File: config.mk
export PLATFORM = sky130hd
export DESIGN_NAME = ssasi_top
export DESIGN_NICKNAME = d
export VERILOG_FILES = /design/src/ssasi_fifo.v /design/src/ssasi_top.v
export VERILOG_INCLUDE_DIRS = /design/src /design/src/src
export SDC_FILE = /design/constraint.sdc
export NUM_CORES = 1
export LEC_CHECK = 0
export BUFFER_PORTS_ARGS = -buffer_cell sky130_fd_sc_hd__buf_2
export CAP_MARGIN = 20
export CORE_UTILIZATION = 51
export CTS_CLUSTER_SIZE = 24
export DETAILED_ROUTE_END_ITERATION = 16
export PLACE_DENSITY = 0.7
export SETUP_SLACK_MARGIN = 0.2
export SYNTH_ARGS = -nofsm -noshare
export SYNTH_HDL_FRONTEND = slang
export SYNTH_SLANG_ARGS = --single-unit
File: constraint.sdc
create_clock -name REF_CLK -period 8 [get_ports REF_CLK]
set_input_delay 0.8 -clock REF_CLK [delete_from_list [all_inputs] [get_ports REF_CLK]]
set_output_delay 0.8 -clock REF_CLK [all_outputs]
set_load 0.1 [all_outputs]
File: src/ssasi_defines.vh
// Purpose: constants for the serial register and sram access block
// Assumes: ref_clk 100 MHz samples the serial clock as a plain input
// Notes on behaviour
// - register access: command bit7 one, bit6 write, six-bit address, data byte
// - frame buffer access violation raises the frame underrun event
// - one buffer for rx and tx; new frames overwrite stored payload
// - frame buffer at 00..7F, cipher space at 82..94
// - sram read data leaves on miso from the third byte
// - sram write stores mosi bytes from the third byte
// - address counter increments per byte until chip select rises
// - sram mode accesses never raise frame underrun
// - after rx start, sram read may fetch the length header safely
// - first miso byte of every transfer is the status echo
// - control bits 3:2 choose echo: zero, state, strength, irq flags
// - control register 04 read/write with reset value 22
// - four read-only identification bytes
// - register 1C returns fixed part code; writes ignored
// - register 1D returns revision code; writes ignored
`ifndef SSASI_DEFINES_VH
`define SSASI_DEFINES_VH
`define SSASI_REG_CTRL      6'h04
`define SSASI_REG_PART      6'h1C
`define SSASI_REG_REV       6'h1D
`define SSASI_REG_MAN0      6'h1E
`define SSASI_REG_MAN1      6'h1F
`define SSASI_CTRL_RESET    8'h22
`define SSASI_ECHO_HI       3
`define SSASI_ECHO_LO       2
`define SSASI_CMD_SRAM_RD   3'h0
`define SSASI_CMD_SRAM_WR   3'h2
`define SSASI_CMD_FB_RD     3'h1
`define SSASI_CMD_FB_WR     3'h3
`define SSASI_FB_LAST       8'h7F
`define SSASI_AES_FIRST     8'h82
`define SSASI_AES_LAST      8'h94
`define SSASI_FIFO_DEPTH    8
`endif

File: src/ssasi_fifo.v
// Purpose: small synchronous fifo with valid/ready on both sides
// Assumes: depth is a power of two
// Notes: full and empty derive from pointers with one extra wrap bit
`timescale 1ns/1ps
module ssasi_fifo #(
    parameter WIDTH = 16,
    parameter DEPTH = 8,
    parameter AW    = 3
) (
    // clock and reset
    input  wire             clk,
    input  wire             rst,
    // fill side
    input  wire             in_valid,
    output wire             in_ready,
    input  wire [WIDTH-1:0] in_data,
    // drain side
    output wire             out_valid,
    input  wire             out_ready,
    output wire [WIDTH-1:0] out_data
);
    reg [WIDTH-1:0] mem [0:DEPTH-1];
    reg [AW:0]      wp_r;
    reg [AW:0]      rp_r;
    wire            empty = (wp_r == rp_r);
    wire            full  = (wp_r[AW] != rp_r[AW]) &&
                            (wp_r[AW-1:0] == rp_r[AW-1:0]);
    assign in_ready  = !full;
    assign out_valid = !empty;
    assign out_data  = mem[rp_r[AW-1:0]];
    always @(posedge clk) begin
        if (rst) begin
            wp_r <= {(AW+1){1'b0}};
            rp_r <= {(AW+1){1'b0}};
        end else begin
            if (in_valid && !full) begin
                mem[wp_r[AW-1:0]] <= in_data;
                wp_r <= wp_r + 1'b1;
            end
            if (out_ready && !empty)
                rp_r <= rp_r + 1'b1;
        end
    end
endmodule

File: src/ssasi_top.v
// Purpose: slave serial access: registers, sram space, status echo, id bytes
// Assumes: spi mode 0, msb first; pins pass three sampling flops
// Notes: sram writes queue through a fifo so the write port can stall
`timescale 1ns/1ps
`include "ssasi_defines.vh"
module ssasi_top #(
    parameter [7:0] PART_CODE = 8'h5A,   // arbitrary value
    parameter [7:0] REV_CODE  = 8'h07,   // arbitrary value
    parameter [7:0] MAN0_CODE = 8'h3C,   // arbitrary value
    parameter [7:0] MAN1_CODE = 8'h00    // arbitrary value
) (
    // clock and reset
    input  wire       REF_CLK,
    input  wire       SYS_RST,
    // serial pins
    input  wire       SEL_N,
    input  wire       SCLK,
    input  wire       MOSI,
    output wire       MISO,
    output wire       MISO_OE,
    // transceiver state for the echo byte
    input  wire [7:0] TRX_STATE,
    input  wire [7:0] SIG_STRENGTH,
    input  wire [7:0] IRQ_FLAGS,
    // frame buffer side (sram mode reads this address)
    output wire [7:0] RD_ADDR,
    input  wire [7:0] RD_DATA,
    // frame buffer write stream
    output wire       WR_VALID,
    input  wire       WR_READY,
    output wire [7:0] WR_ADDR,
    output wire [7:0] WR_DATA,
    // events and control bits
    output reg        FRAME_UNDERRUN,
    output wire       FB_MODE_ACTIVE,
    output wire       EXT_AMP_EN,
    output wire       RX_TS_EN,
    output wire       AUTO_FCS,
    output wire       RX_BUF_IND_CTRL,
    output wire       IRQ_MASK_SHOW,
    output wire       IRQ_POL
);
    localparam [3:0] ST_CMD  = 4'h1;
    localparam [3:0] ST_REG  = 4'h2;
    localparam [3:0] ST_ADDR = 4'h4;
    localparam [3:0] ST_DATA = 4'h8;

    function in_map;
        input [7:0] a;
        begin
            in_map = (a <= `SSASI_FB_LAST) ||
                     (a >= `SSASI_AES_FIRST && a <= `SSASI_AES_LAST);
        end
    endfunction

    // three-flop sampling; stage one only feeds stage two
    reg [2:0] sel_s_r;
    reg [2:0] sck_s_r;
    reg [2:0] mosi_s_r;
    reg       sel_n_r;
    reg       sck_r;
    reg       mosi_r;
    always @(posedge REF_CLK) begin
        if (SYS_RST) begin
            sel_s_r  <= 3'h7;
            sck_s_r  <= 3'h0;
            mosi_s_r <= 3'h0;
            sel_n_r  <= 1'b1;
            sck_r    <= 1'b0;
            mosi_r   <= 1'b0;
        end else begin
            sel_s_r  <= {sel_s_r[1:0], SEL_N};
            sck_s_r  <= {sck_s_r[1:0], SCLK};
            mosi_s_r <= {mosi_s_r[1:0], MOSI};
            if (sel_s_r[1] == sel_s_r[2])
                sel_n_r <= sel_s_r[2];
            if (sck_s_r[1] == sck_s_r[2])
                sck_r <= sck_s_r[2];
            if (mosi_s_r[1] == mosi_s_r[2])
                mosi_r <= mosi_s_r[2];
        end
    end
    wire sck_rise = (sck_s_r[1] == sck_s_r[2]) && sck_s_r[2] && !sck_r;
    wire sck_fall = (sck_s_r[1] == sck_s_r[2]) && !sck_s_r[2] && sck_r;
    wire active   = !sel_n_r;

    reg [3:0] state_r;
    reg [2:0] bit_r;
    reg [7:0] sh_in_r;
    reg [7:0] sh_out_r;
    reg [7:0] cmd_r;
    reg [7:0] addr_r;
    reg [7:0] ctrl_r;
    reg       fb_r;
    reg       oe_r;
    reg [3:0] state_nxt;

    wire [7:0] rx_byte = {sh_in_r[6:0], mosi_r};
    wire       byte_end = sck_rise && (bit_r == 3'h7);
    wire [2:0] cmd_top  = rx_byte[7:5];

    reg [7:0] echo;
    always @* begin
        case (ctrl_r[`SSASI_ECHO_HI:`SSASI_ECHO_LO])
            2'h1:    echo = TRX_STATE;
            2'h2:    echo = SIG_STRENGTH;
            2'h3:    echo = IRQ_FLAGS;
            default: echo = 8'h00;
        endcase
    end

    reg [7:0] reg_rd;
    always @* begin
        case (cmd_r[5:0])
            `SSASI_REG_CTRL: reg_rd = ctrl_r;
            `SSASI_REG_PART: reg_rd = PART_CODE;
            `SSASI_REG_REV:  reg_rd = REV_CODE;
            `SSASI_REG_MAN0: reg_rd = MAN0_CODE;
            `SSASI_REG_MAN1: reg_rd = MAN1_CODE;
            default:         reg_rd = 8'h00;
        endcase
    end

    // byte sequencing
    always @* begin
        state_nxt = state_r;
        case (state_r)
            ST_CMD: begin
                if (byte_end) begin
                    if (rx_byte[7])
                        state_nxt = ST_REG;
                    else if (cmd_top == `SSASI_CMD_SRAM_RD ||
                             cmd_top == `SSASI_CMD_SRAM_WR)
                        state_nxt = ST_ADDR;
                    else
                        state_nxt = ST_DATA;
                end
            end
            ST_REG:  state_nxt = ST_REG;
            ST_ADDR: if (byte_end) state_nxt = ST_DATA;
            ST_DATA: state_nxt = ST_DATA;
            default: state_nxt = ST_CMD;
        endcase
    end

    wire sram_cmd = (cmd_r[7:5] == `SSASI_CMD_SRAM_RD) ||
                    (cmd_r[7:5] == `SSASI_CMD_SRAM_WR);
    wire sram_wr  = cmd_r[7:5] == `SSASI_CMD_SRAM_WR;
    wire fb_wr    = cmd_r[7:5] == `SSASI_CMD_FB_WR;
    wire in_ready;
    wire push     = (state_r == ST_DATA) && byte_end && !cmd_r[7] &&
                    (sram_wr || fb_wr);
    wire push_ok  = push && in_map(addr_r);
    // register reads load the mux once the command byte is in
    wire reg_load = (state_r == ST_REG) && (bit_r == 3'h0) && !cmd_r[6];

    always @(posedge REF_CLK) begin
        if (SYS_RST) begin
            state_r  <= ST_CMD;
            bit_r    <= 3'h0;
            sh_in_r  <= 8'h00;
            sh_out_r <= 8'h00;
            cmd_r    <= 8'h00;
            addr_r   <= 8'h00;
            ctrl_r   <= `SSASI_CTRL_RESET;
            fb_r     <= 1'b0;
            oe_r     <= 1'b0;
            FRAME_UNDERRUN <= 1'b0;
        end else if (!active) begin
            state_r  <= ST_CMD;
            bit_r    <= 3'h0;
            sh_out_r <= echo;
            oe_r     <= 1'b0;
            fb_r     <= 1'b0;
            FRAME_UNDERRUN <= 1'b0;
        end else begin
            oe_r <= 1'b1;
            FRAME_UNDERRUN <= 1'b0;
            state_r <= state_nxt;
            if (sck_rise) begin
                sh_in_r <= rx_byte;
                bit_r   <= bit_r + 3'h1;
            end
            if (sck_fall && bit_r != 3'h0)
                sh_out_r <= {sh_out_r[6:0], 1'b0};
            if (byte_end) begin
                case (state_r)
                    ST_CMD: begin
                        cmd_r <= rx_byte;
                        if (rx_byte[7]) begin
                            sh_out_r <= 8'h00;
                        end else begin
                            addr_r <= 8'h00;
                            fb_r <= !(cmd_top == `SSASI_CMD_SRAM_RD ||
                                      cmd_top == `SSASI_CMD_SRAM_WR);
                            // frame read returns data from byte two on
                            sh_out_r <= RD_DATA;
                        end
                    end
                    ST_REG: begin
                        if (cmd_r[6] && cmd_r[5:0] == `SSASI_REG_CTRL)
                            ctrl_r <= rx_byte;
                        sh_out_r <= 8'h00;
                    end
                    ST_ADDR: begin
                        addr_r   <= rx_byte;
                        // first read byte comes from the start address
                        sh_out_r <= sram_wr ? 8'h00 : RD_DATA;
                    end
                    default: begin
                        addr_r <= addr_r + 8'h01;
                        sh_out_r <= sram_wr ? 8'h00 : RD_DATA;
                        if (!sram_cmd &&
                            (!in_map(addr_r) || (push && !in_ready)))
                            FRAME_UNDERRUN <= 1'b1;
                    end
                endcase
            end
            if (state_r == ST_CMD && bit_r == 3'h0 && !sck_rise)
                sh_out_r <= echo;
            // whole read byte must sit in the shifter, not only bit 7
            if (reg_load)
                sh_out_r <= reg_rd;
        end
    end
    reg  [7:0] reg_hold_r;
    always @(posedge REF_CLK) begin
        if (SYS_RST)
            reg_hold_r <= 8'h00;
        else
            reg_hold_r <= reg_rd;
    end

    // sram reads are plain fetches, no buffer state is touched
    // data bytes preload the next address; the counter moves at byte end
    assign RD_ADDR = (sram_cmd && state_r == ST_ADDR) ? rx_byte :
                     (state_r == ST_DATA) ? addr_r + 8'h01 : 8'h00;
    assign MISO    = reg_load ? reg_hold_r[7] : sh_out_r[7];
    assign MISO_OE = oe_r;
    assign FB_MODE_ACTIVE = fb_r;

    // stored bytes queue to the buffer
    // same buffer for rx and tx writes
    ssasi_fifo #(
        .WIDTH (16),
        .DEPTH (`SSASI_FIFO_DEPTH),
        .AW    (3)
    ) u_wr_fifo (
        .clk       (REF_CLK),
        .rst       (SYS_RST),
        .in_valid  (push_ok),
        .in_ready  (in_ready),
        .in_data   ({addr_r, rx_byte}),
        .out_valid (WR_VALID),
        .out_ready (WR_READY),
        .out_data  ({WR_ADDR, WR_DATA})
    );

    assign EXT_AMP_EN      = ctrl_r[7];
    assign RX_TS_EN        = ctrl_r[6];
    assign AUTO_FCS        = ctrl_r[5];
    assign RX_BUF_IND_CTRL = ctrl_r[4];
    assign IRQ_MASK_SHOW   = ctrl_r[1];
    assign IRQ_POL         = ctrl_r[0];
endmodule

==> impl_metrics.yaml <==
outcome:
  outcome: "completed"
global_routing:
  grt_remaining_overflow: 0
  gr-usage-all-layers_pct: 22.7
  first_global_vias: 5812
  grt_first_pass_wirelength_um: 31000
  grt_antenna_before_repair: 0
  grt_max_degree: 59
clock_tree:
  cts_tree: "yes"
  cts.repair.resized: 0
  clock-root-buffer: "clkbuf_16"
  ctsHtreeMaxLevel: 1
  ctsHoldBuffers: 0
  tritoncts_num_sinks: 201
  max-clock-path-buffers: 3
  cts_inserted_buffers: 21
  worst_skew_pair.late_latency_ns: 0.48
  cts_setup_buffers: 0
  clkSlewWorstSetupHoldPaths_ns: 0.06
logic_synthesis:
  synthesis.instances: 662
  synth_fp_nets: 709
  synthFlopType: "edfxtp_1"
  synth-seq-area-share_pct: 60.9
  post-synth-top-area-fraction_pct: 44.1
  netlist-cell-type-count: 69
  yosys_warnings: 0
  synthArstFlopShare_pct: 0
  netlist_top_cells_area: "edfxtp_1 (44%), dfxtp_1 (17%), mux4_2 (8.3%), mux2_2 (3.1%), a21oi_1 (2.3%)"
  synth_edf_count: 128
  synth_seq_cells: 201
  synthesis.area_um2: 8710
  post_synth.cell_area_avg_um2: 13.2
  synth_area_leader_cell: "edfxtp_1"
final_layout:
  most_frequent_standard_cell_in_the_layout_excluding_fill_and_tap_cells: "edfxtp_1"
  fillCellCount: 1283
  final_cells: 957
  finish.net_count: 771
  drive_above_1_share_pct: 26.1
  n_antenna_cell: 0
  post_route_core_utilization_pct: 59.9
  mostFrequentLayoutCells: "edfxtp_1 (128), buf_2 (73), dfxtp_1 (71), nor2_1 (47), nand2_1 (47)"
  flow.area_growth_from_synthesis_pct: 14.4
sta:
  slew_violations: 0
  setup_violations: 0
  rsz0062_at_grt: "no"
  maxClockFrequency_ghz: 0.284
  worst_hold_slack_ns: 0.421
  timing.final.crit_period_ns: 3.52
  min_period_over_period_pct: 44.0
  final-hold-violation-count: 0
  finClkSkew_ns: 0.00632
  slew-limit-headroom_pct: 31.3
  max_slew.worst_pin.slew_ns: 1.03
  final.setup.tns_ns: 0
place:
  routabilityCongestion: 0.865
  port-buffer-count: 72
  detail_placement_hpwl_um: 12400
  dpl.cell_count: 920
critical_path:
  cp_data_arrival_time_ns: 2.72
  timing.critical_path.to_type: "output port"
  endpoint: "MISO"
  setup.worst_path.class: "reg -> out"
  maximum_net_fanout_on_the_critical_path: 13
  cp.required_ns: 7.20
  critPathLaunch: "state_r[1]$_SDFFE_PP0P_"
  timing.critical_path.from_type: "flop"
  r2r-end: "ctrl_r[0]$_SDFFE_PP0P_"
  worstRegToRegCells: 7
  worstReg2RegStart: "bit_r[1]$_SDFFE_PP0N_"
  reg2reg_setup_slack_ns: 4.92
routing:
  firstDrtPassIters: 5
  wl_per_cell_um: 20.1
  routed_via_density: 6.04
  drt_iter0_markers: 314
  number_of_remaining_drc_errors: 0
  antenna_violating_nets_post_route: 0
  routed_wl_um: 19300
  dr_total_vias: 5783
flow_run:
  drv_cap: 0
power:
  vdd.ir_drop.worst_mv: 0.162
  p_total_mw: 2.07
  static-leakage-power_nw: 3.44
  powerDensity_nw_per_um2: 208
die:
  die_area_um2: 17600
  rows: 47
  design.core.area_um2: 16600
  die_h_um: 133
  die_w_um: 133
  pin_count: 73
  start_util_pct: 52.3
hold_path:
  worst_hold_path_type: "reg -> reg"
[worst min path at each step]
stage / depth (start not counted) / slack, ns / endpoint / from
after floorplan: 1 / 0.39 / sel_s_r[1]$_SDFF_PP1_ / sel_s_r[0]$_SDFF_PP1_
after CTS: 1 / 0.43 / sel_s_r[1]$_SDFF_PP1_ / sel_s_r[0]$_SDFF_PP1_
after global placement: 1 / 0.40 / sel_s_r[1]$_SDFF_PP1_ / sel_s_r[0]$_SDFF_PP1_
after detailed placement: 1 / 0.41 / sel_s_r[1]$_SDFF_PP1_ / sel_s_r[0]$_SDFF_PP1_
final: 1 / 0.42 / sel_s_r[1]$_SDFF_PP1_ / sel_s_r[0]$_SDFF_PP1_
after global routing: 1 / 0.45 / sel_s_r[1]$_SDFF_PP1_ / sel_s_r[0]$_SDFF_PP1_
[layout make-up]
type	instances	area, um2	area share, %
inverters	11	41.3	0.414
clock buffers	22	529	5.31
well taps	220	275	2.76
clock inverters	14	149	1.49
flip-flops and latches	201	5310	53.2
repair buffers	84	448	4.49
multi-input cells	405	3220	32.3
[worst max-delay path, stage by stage (launching register included)]
cell	delay [ns]
dfxtp_1	0.51
nor4b_2	0.49
nand3_1	0.47
mux2_2	0.35
buf_2	0.41
[metrics by stage]
step	area [um2]	setup WS, ns
after floorplan	8710	3.87
after global placement	9290	4.90
after detailed placement	9290	4.80
after CTS	9960	4.14
after global routing	9970	4.28
final	9970	4.48
[synth_stat cells (all sizes together), types with 15 or more instances]
master,number
mux2i,15
a21oi,40
nand3,20
dfxtp,73
nor2,47
mux4,32
buf,15
o21ai,27
mux2,24
clkbuf,30
edfxtp,128
nand2,47
[layer usage]
| metal | global-route usage [%] | wire length [um] | vias up |
|---|---|---|---|
| li1 | - | - | 2638 |
| met3 | 2.53 | 1090 | 27 |
| met4 | 6.64 | 351 | 0 |
| met2 | 39.2 | 9760 | 211 |
| met5 | 0 | 0 | - |
| met1 | 30.3 | 8070 | 2907 |
[cells by family (layout without fill, tap and decap cells)]
logic type      count (synthesis)  in the layout  synth area share (%)
compound gates                130            130                  9.71
xor+xnor                       14             14                  1.41
fa+ha+maj                       9              9                  1.29
buf+inv                        56            131                  2.63
flops                         201            201                  60.9
mux                            71             71                  13.1
simple gates                  181            181                  11.0
[report_power, final]
part | internal, mW | switching, mW
sequential | 1.09 | 0.00101
combinational | 0.0103 | 0.0109
clock | 0.576 | 0.382
[registers in the layout, indices dropped and copies added (netlist names), 3 cells and up, named ones only]
signal,count
cmd_r,8
bit_r,3
ctrl_r,8
sel_s_r,3
sh_out_r,8
sck_s_r,3
sh_in_r,7
mosi_s_r,3
u_wr_fifo.mem,128
u_wr_fifo.wp_r,4
u_wr_fifo.rp_r,4
addr_r,8
state_r,4
Note: power is estimated with default switching activity, not from simulation.
